**config.mk**
```make
export PLATFORM = sky130hd
export DESIGN_NAME = dls_status_bank
export DESIGN_NICKNAME = d
export VERILOG_FILES = /design/src/logic/dls_status_bank.v
export VERILOG_INCLUDE_DIRS = /design/src /design/src/logic
export SDC_FILE = /design/constraint.sdc
export NUM_CORES = 1
export LEC_CHECK = 0
export BUFFER_PORTS_ARGS = -buffer_cell sky130_fd_sc_hd__buf_2
export CELL_PAD_IN_SITES_DETAIL_PLACEMENT = 0
export CELL_PAD_IN_SITES_GLOBAL_PLACEMENT = 1
export CORE_MARGIN = 10
export CORE_UTILIZATION = 34
export DETAILED_ROUTE_END_ITERATION = 8
export GPL_TIMING_DRIVEN = 0
export PLACE_DENSITY_LB_ADDON = 0.1
export SLEW_MARGIN = 0
export SYNTH_ARGS = -nofsm -noshare
export SYNTH_HDL_FRONTEND = slang
export SYNTH_SLANG_ARGS = --single-unit
```
**constraint.sdc**
```tcl
create_clock -name clk -period 1.6 [get_ports clk]
set_clock_uncertainty 0.15 [all_clocks]
set_input_delay 0.32 -clock clk [delete_from_list [all_inputs] [get_ports clk]]
set_output_delay 0.32 -clock clk [all_outputs]
set_load 0.01 [all_outputs]
```
**src/logic/dls_consts.vh**
```
// Offsets, field positions and timing counts of the loop status snapshot bank
`ifndef DLS_CONSTS_VH
`define DLS_CONSTS_VH
`define DLS_OFF_UPDATE      8'h25
`define DLS_OFF_GAIN_B0     8'h27
`define DLS_OFF_GAIN_B1     8'h28
`define DLS_OFF_GAIN_NIB    8'h29
`define DLS_OFF_COCHAN      8'h2A
`define DLS_OFF_TIME_B0     8'h2B
`define DLS_OFF_TIME_B1     8'h2C
`define DLS_OFF_TIME_B2     8'h2D
`define DLS_OFF_TIME_B3     8'h2E
`define DLS_OFF_TIME_B4     8'h2F
`define DLS_OFF_TIME_NIB    8'h30
`define DLS_UPDATE_BIT      0
`define DLS_GAIN_W          20
`define DLS_TIME_W          44
`define DLS_SNAP_LAT_NS     100
`define DLS_CLK_PERIOD_NS   50
`define DLS_SNAP_CYCLES     2'h2
`define DLS_RST_BYTE        8'h00
`define DLS_RST_NIB         4'h0
`define DLS_RST_CNT         2'h0
`endif

```
**src/logic/dls_status_bank.v**
```verilog
// Loop accumulator snapshot status bank with update handshake
// Operation
// - Gain accumulator bits 7:0 at 27h
// - Gain upper bits held at 28h, 29h
// - Gain bits 15:8 fill all of 28h
// - 29h holds gain 19:16, top nibble zero
// - Snapshot refreshes only on update write
// - 2Ah bit0 shows cochannel detect, rest zero
// - Timing accumulator from 2Bh through 30h
// - Timing bits 15:8..39:32 at 2Ch..2Fh
// - Update bit clears when snapshot completes
`timescale 1ns/10ps
`include "dls_consts.vh"
module dls_status_bank (
  clk,
  sys_rst,
  reg_addr,
  reg_wr,
  reg_wdata,
  reg_rd,
  reg_rdata,
  gain_acc,
  timing_acc,
  cochannel_detected
);
  input  wire         clk;
  input  wire         sys_rst;
  input  wire [7:0]   reg_addr;
  input  wire         reg_wr;
  input  wire [7:0]   reg_wdata;
  input  wire         reg_rd;
  output reg  [7:0]   reg_rdata;
  input  wire [19:0]  gain_acc;
  input  wire [43:0]  timing_acc;
  input  wire         cochannel_detected;

  localparam ST_IDLE = 1'b0;
  localparam ST_BUSY = 1'b1;

  reg         state_r;
  reg         state_nxt;
  reg  [1:0]  wait_cnt_r;
  reg  [1:0]  wait_cnt_nxt;
  reg         snap_load;
  reg  [7:0]  gain_b0_r;
  reg  [7:0]  gain_b1_r;
  reg  [3:0]  gain_nib_r;
  reg  [7:0]  time_b0_r;
  reg  [7:0]  time_b1_r;
  reg  [7:0]  time_b2_r;
  reg  [7:0]  time_b3_r;
  reg  [7:0]  time_b4_r;
  reg  [3:0]  time_nib_r;
  reg  [7:0]  gain_rd;
  reg  [7:0]  time_rd;
  reg  [7:0]  ctrl_rd;
  reg  [7:0]  rd_nxt;
  wire        upd_req;
  wire        update_bit;

  function dls_hit;
    input [7:0] addr;
    input [7:0] offset;
    begin
      dls_hit = (addr == offset);
    end
  endfunction

  function dls_in_range;
    input [7:0] addr;
    input [7:0] first;
    input [7:0] last;
    begin
      dls_in_range = (addr >= first) && (addr <= last);
    end
  endfunction

  // Reserved bits above a nibble field always read as zero
  function [7:0] dls_pad_nib;
    input [3:0] nib;
    begin
      dls_pad_nib = {4'h0, nib};
    end
  endfunction

  function [7:0] dls_pad_flag;
    input flag;
    begin
      dls_pad_flag = {7'h00, flag};
    end
  endfunction

  // Only a one in the update bit of 25h starts a refresh
  assign upd_req = reg_wr && dls_hit(reg_addr, `DLS_OFF_UPDATE) && reg_wdata[`DLS_UPDATE_BIT];

  assign update_bit = (state_r == ST_BUSY);

  // A request while busy is dropped so a poll never sees a restarted window
  always @* begin
    state_nxt = state_r;
    wait_cnt_nxt = wait_cnt_r;
    snap_load = 1'b0;
    case (state_r)
      ST_IDLE: begin
        if (upd_req) begin
          state_nxt = ST_BUSY;
          wait_cnt_nxt = `DLS_SNAP_CYCLES;
          snap_load = 1'b1;
        end
      end
      ST_BUSY: begin
        wait_cnt_nxt = wait_cnt_r - 2'h1;
        if (wait_cnt_r == 2'h1) begin
          state_nxt = ST_IDLE;
        end
      end
      default: begin
        state_nxt = ST_IDLE;
        wait_cnt_nxt = `DLS_RST_CNT;
      end
    endcase
  end

  always @(posedge clk) begin
    if (sys_rst) begin
      state_r <= ST_IDLE;
      wait_cnt_r <= `DLS_RST_CNT;
    end else begin
      state_r <= state_nxt;
      wait_cnt_r <= wait_cnt_nxt;
    end
  end

  // Every byte loads on one edge so a multi-byte value never tears
  always @(posedge clk) begin
    if (sys_rst) begin
      gain_b0_r <= `DLS_RST_BYTE;
      gain_b1_r <= `DLS_RST_BYTE;
      gain_nib_r <= `DLS_RST_NIB;
    end else if (snap_load) begin
      gain_b0_r <= gain_acc[7:0];
      gain_b1_r <= gain_acc[15:8];
      gain_nib_r <= gain_acc[19:16];
    end
  end

  always @(posedge clk) begin
    if (sys_rst) begin
      time_b0_r <= `DLS_RST_BYTE;
      time_b1_r <= `DLS_RST_BYTE;
      time_b2_r <= `DLS_RST_BYTE;
      time_b3_r <= `DLS_RST_BYTE;
      time_b4_r <= `DLS_RST_BYTE;
      time_nib_r <= `DLS_RST_NIB;
    end else if (snap_load) begin
      time_b0_r <= timing_acc[7:0];
      time_b1_r <= timing_acc[15:8];
      time_b2_r <= timing_acc[23:16];
      time_b3_r <= timing_acc[31:24];
      time_b4_r <= timing_acc[39:32];
      time_nib_r <= timing_acc[43:40];
    end
  end

  // Status offsets have no write path, so host writes there fall away
  always @* begin
    case (reg_addr)
      `DLS_OFF_GAIN_B0:  gain_rd = gain_b0_r;
      `DLS_OFF_GAIN_B1:  gain_rd = gain_b1_r;
      `DLS_OFF_GAIN_NIB: gain_rd = dls_pad_nib(gain_nib_r);
      default:           gain_rd = `DLS_RST_BYTE;
    endcase
  end

  always @* begin
    case (reg_addr)
      `DLS_OFF_TIME_B0:  time_rd = time_b0_r;
      `DLS_OFF_TIME_B1:  time_rd = time_b1_r;
      `DLS_OFF_TIME_B2:  time_rd = time_b2_r;
      `DLS_OFF_TIME_B3:  time_rd = time_b3_r;
      `DLS_OFF_TIME_B4:  time_rd = time_b4_r;
      `DLS_OFF_TIME_NIB: time_rd = dls_pad_nib(time_nib_r);
      default:           time_rd = `DLS_RST_BYTE;
    endcase
  end

  // The detector flag is read live; it is not part of the snapshot
  always @* begin
    case (reg_addr)
      `DLS_OFF_UPDATE:   ctrl_rd = dls_pad_flag(update_bit);
      `DLS_OFF_COCHAN:   ctrl_rd = dls_pad_flag(cochannel_detected);
      default:           ctrl_rd = `DLS_RST_BYTE;
    endcase
  end

  // Group select keeps the final mux narrow; unmapped offsets read zero
  always @* begin
    if (dls_in_range(reg_addr, `DLS_OFF_GAIN_B0, `DLS_OFF_GAIN_NIB)) begin
      rd_nxt = gain_rd;
    end else if (dls_in_range(reg_addr, `DLS_OFF_TIME_B0, `DLS_OFF_TIME_NIB)) begin
      rd_nxt = time_rd;
    end else begin
      rd_nxt = ctrl_rd;
    end
  end

  // Read data is registered and stands until the next read strobe
  always @(posedge clk) begin
    if (sys_rst) begin
      reg_rdata <= `DLS_RST_BYTE;
    end else if (reg_rd) begin
      reg_rdata <= rd_nxt;
    end
  end

endmodule // dls_status_bank

```
-- Yosys cells after proc, flatten, opt, wreduce, memory -nomap -nowiden
Cells that the tools add are included.
- flip-flop bits (word level): 75
- output and inout port bits: 8
- add/subtract/negate cells: 1
- magnitude comparators: 4
- equal/unequal tests: 13
- multiplexer cells: 11
- bitwise operators: 1
- reduce and logical (&&, ||, !) cells: 4
- operator list (operator ; number):
    8-bit by 6-bit equality test with 1-bit output, second input constant ; 11
    8-bit one-hot mux with 6 select lines ; 1
    8-bit one-hot mux with 3 select lines ; 1
    8-bit by 6-bit >= comparator with 1-bit output, second input constant ; 2
    8-bit by 6-bit less-or-equal comparator with 1-bit output, second input constant ; 2
    8-bit 2-to-1 mux ; 2
    1-bit logical AND ; 4
    1-bit one-hot mux with 2 select lines ; 2
    2-bit one-hot mux with 2 select lines ; 1
    1-bit 2-to-1 mux ; 3
    2-bit by 1-bit equality test with 1-bit output, second input constant ; 1
    2-bit 2-to-1 mux ; 1
    2-bit != test, second input constant ; 1
    2-bit by 1-bit subtractor with 2-bit output, second input constant ; 1
    1-bit inverter ; 1

-- Logic depth before layout (Yosys ltp)
- word-level depth: 5
- depth in mapped cells: 7
- mapped depth without buffers: 5

-- Worst setup path before layout
No wires, ideal clock.
- kind: in2reg
- from: input port reg_addr[4]
- to: register time_b2_r[5]
- library setup time: 0.132 ns
- arrival: 1.493 ns
- path slack: -0.176 ns
- cell stages on the path: 7
- path through: nor4b_4 > nand4_2 > or2_1 > buf_6 > buf_6 > nand2_1 > a21oi_1
- longest elaborated chain between the ends: 5
- RTL lines (item ; line ; source):
    start, declared ; dls_status_bank.v:28 ; input wire [7:0] reg_addr;
    8-bit by 6-bit equality test with 1-bit output ; - ;
    1-bit logical AND (2 in series) ; dls_status_bank.v:94 ; assign upd_req = reg_wr && dls_hit(reg_addr, `DLS_OFF_UPDATE) && reg_wdata[`DLS_UPDATE_BIT];
    1-bit 2-to-1 mux ; dls_status_bank.v:105 ; if (upd_req) begin
    1-bit 2-to-1 mux ; dls_status_bank.v:103 ; case (state_r)
    end signal, assigned ; dls_status_bank.v:151 ; time_b2_r <= `DLS_RST_BYTE;
    end signal, assigned ; dls_status_bank.v:158 ; time_b2_r <= timing_acc[23:16];
    end, declared ; dls_status_bank.v:50 ; reg [7:0] time_b2_r;
Every way passes these cells.
A chain may end at the register's enable or synchronous reset.

-- Final worst setup path
- from: input port reg_addr[7]
- to: register time_b0_r[4]
- longest elaborated chain between the ends: 5
- RTL lines (item ; line ; source):
    8-bit by 6-bit equality test with 1-bit output ; - ;
    1-bit logical AND (2 in series) ; dls_status_bank.v:94 ;
    1-bit 2-to-1 mux ; dls_status_bank.v:105 ;
    1-bit 2-to-1 mux ; dls_status_bank.v:103 ;
    end signal, assigned ; dls_status_bank.v:149 ; time_b0_r <= `DLS_RST_BYTE;
    end signal, assigned ; dls_status_bank.v:156 ; time_b0_r <= timing_acc[7:0];
    end, declared ; dls_status_bank.v:48 ; reg [7:0] time_b0_r;
Every way passes these cells.

==> impl_metrics.yaml <==
clock_tree:
  clockBufferDepth: 2
  cts_tree: "done"
  path_clk_slew_ns: 0.08
  htreeDepth: 3
  clk_latency_ns: 0.35
  cts_buffers: 9
  hold_buffers: 0
  clk_root_buffer_cell: "clkbuf_8"
  cts.sinks: 75
floorplanning:
  dieArea_mm2: 0.0140
  pin_count: 93
  die_y_um: 118
  die_x_um: 118
  core.rowCount: 35
  start_util_pct: 35.3
  core_area_mm2: 0.00933
timing:
  layout_setup_ws_ns: -0.0214
  worstMarginPinSlew_ns: 0.702
  slew_headroom_pct: 53.2
  final-max-slew-violation-count: 0
  hold_viol: 0
  fmax_mhz: 617
  setup_viol: 19
  fin_crit_sh_pct: 101
  fin_crit_ns: 1.62
  rsz0062_at_grt: "true"
cells_and_area:
  layout.nets: 615
  register_area_mm2: 0.00150
  drive_gt1_share_pct: 51.9
  stdcell_area_mm2: 0.00506
  area_delta_synth_final_pct: 53.7
  antennaDiodeCount: 0
  n_fill_cell: 922
  multi_input_area_mm2: 0.00210
synth:
  async_reset_ff_share_pct: 0
  synth_ff_type: "dfxtp_1"
  yosysWarningCount: 0
  seq_area_frac_synth_pct: 45.6
  synth_cell_types: 40
  ys_ff_latch: 75
  syn_inst: 410
  syn-num-nets: 496
  synth_edf_count: 0
  synth_area_mm2: 0.00329
  syn_avg_cell_area_um2: 8.03
critical_path:
  rrSetupSlack_ns: 0.04
  crit_fanout: 6
  setup.worst_path.class: "in -> reg"
  ff2ff_path_depth: 5
  crit_chain: "buf_8 -> nor4b_4 -> buf_4 -> nand4_4 -> or2_4 -> buf_12 -> clkbuf_16 -> nand2_2 -> a21oi_2"
  slowest_delay_ns: 0.29
  crit_path_end_kind: "flip-flop"
  start_kind: "primary input"
  slowest_stage: "or2_4"
  cp.arrival_ns: 1.69
  r2r_end: "reg_rdata[0]$_SDFFE_PP0P_"
  reg2reg_from: "time_b4_r[0]$_SDFFE_PP0P_"
  cp.required_ns: 1.67
power_and_ir_drop:
  ir_drop_mv: 0.381
  power_density_mw_per_mm2: 783
  leakagePower_nw: 1.87
detailed_routing:
  detail-route-antenna-nets: 0
  post_drt_wl_per_cell_um: 17.3
  first_iter_violations: 146
  firstDrtPassIters: 4
  totalWireLength_mm: 11.5
  vias: 3339
  drt_drc_violations_left: 0
  via_per_inst: 5.04
placed_design:
  dpl.hpwl_mm: 7.97
  pre_cts_ws_ns: -0.661
  portBuffers: 83
  place_congestion: 0.848
  placed_area_mm2: 0.00388
global_routing:
  grt_overflow: 0
  antenna_found_initial: 0
  grt_max_degree: 13
  grt_pass1_wl_mm: 17.7
  grt_pass1_vias: 3462
  grtUsageTotal_pct: 15.5
min_path:
  hold_depth: 3
  hold_path_end: "gain_b0_r[5]$_SDFFE_PP0P_"
  hold_path_class: "in -> reg"
  min-delay-start: "gain_acc[5]"
outcome:
  outcome: "finished, violations left"
  violations: "negative setup slack"
job:
  maxCapViolations: 0
==> layer usage <==
metal | vias to the layer above | track usage, % | wire length, um
li1 | 1646 | - | -
met1 | 1588 | 19.8 | 5160
met2 | 91 | 25.8 | 5640
met3 | 14 | 3.38 | 556
met4 | 0 | 3.89 | 131
met5 | - | 0 | 0
==> how the worst max path moves through the flow <==
stage | start | end | slack (ns) | cells after the start
after floorplan | reg_addr[4] | time_b2_r[5]$_SDFFE_PP0P_ | -0.17 | 7
after global placement | reg_addr[4] | gain_b1_r[3]$_SDFFE_PP0P_ | -0.63 | 7
after detailed placement | reg_addr[4] | gain_b1_r[3]$_SDFFE_PP0P_ | -0.66 | 7
after CTS | reg_addr[7] | time_b0_r[6]$_SDFFE_PP0P_ | -0.001 | 10
after global routing | reg_addr[7] | reg_rdata[0]$_SDFFE_PP0P_ | -0.07 | 8
final | reg_addr[7] | time_b0_r[4]$_SDFFE_PP0P_ | -0.02 | 9
==> power breakdown <==
group / internal [mW] / switching, mW / total, mW
clock network: 1.07 / 0.697 / 1.77
logic: 0.134 / 0.172 / 0.306
registers: 1.88 / 0.00592 / 1.88
==> repair_timing <==
action | CTS | global route
pin swaps | 10 | 62
setup buffers | 10 | 3
cloned | 8 | 5
resized for setup | 53 | 150
setup endpoints to repair | 72 | 73
==> layout by cell type (no fill, tap or decap), types with 3 or more instances in the layout <==
cell type	instances
dfxtp_1	75
a31oi_1	4
nand3b_1	3
bufinv_16	3
mux4_2	6
nand2_2	52
buf_6	18
a21oi_1	35
o21ai_0	6
a221oi_1	4
clkbuf_8	10
nor2_1	11
inv_1	4
a21oi_2	35
nand2_1	71
buf_8	9
clkbuf_1	9
nand2b_1	3
buf_2	81
nand2_4	21
nand3_1	4
clkbuf_16	4
mux2_2	3
a211oi_1	6
buf_4	11
==> area by class of cell <==
cell class	instances	share of cell area, %
buffer	28	5.57
sequential	75	29.7
clock buffer	11	2.80
clock inverter	5	1.98
tap	129	3.19
timing repair buffer	109	14.9
inverter	4	0.297
multi-input combinational	302	41.5
==> synth_stat cells (all sizes together), types with 4 or more instances <==
cell | n | area share (%)
dfxtp | 75 | 46
o21ai | 7 | 1.1
clkbuf | 11 | 1.3
nor2 | 14 | 1.8
a221oi | 6 | 1.6
a21oi | 70 | 11
nor3 | 4 | 0.61
inv | 4 | 0.46
mux4 | 6 | 4.1
nand3 | 4 | 0.61
a211oi | 8 | 1.8
a31oi | 4 | 0.76
buf | 18 | 4.1
nand2 | 144 | 16
==> kinds of logic (layout without fill, tap and decap cells) <==
family	count (synthesis)	after routing	share of synthesized area, %
AND/OR/NAND/NOR	186	186	24.3
AO/OA/AOI/OAI	104	104	18.2
flip-flops	75	75	45.6
buffers and inverters	33	157	5.78
multiplexers	11	11	5.74
adder cells (fa/ha/maj)	1	1	0.380
==> state kept, by name, summed over array words and instances (netlist names) <==
| name | flops |
|---|---|
| gain_b0_r | 8 |
| gain_b1_r | 8 |
| gain_nib_r | 4 |
| reg_rdata | 8 |
| state_r | 1 |
| time_b0_r | 8 |
| time_b1_r | 8 |
| time_b2_r | 8 |
| time_b3_r | 8 |
| time_b4_r | 8 |
| time_nib_r | 4 |
| wait_cnt_r | 2 |
==> critical path, delay by kind of cell <==
| kind | cells | cell delay (ns) |
|---|---|---|
| AO/OA/AOI/OAI | 1 | 0.04 |
| buffers and inverters | 4 | 0.60 |
| AND/OR/NAND/NOR | 4 | 0.72 |
==> metrics by stage <==
stage	cells	setup TNS, ns	util, %	power, mW	hold WS (ns)
after global routing	663	-2.92	54.2	4.09	0.0479
after global placement	622	-39.14	41.6	2.18	0.289
after CTS	655	-0.00258	47.7	3.95	0.0470
after floorplan	410	-9.63	-	2.03	0.277
final	663	-0.181	54.2	3.96	0.0471
after detailed placement	622	-40.57	41.6	2.18	0.294
(Power assumes the default switching activity.)
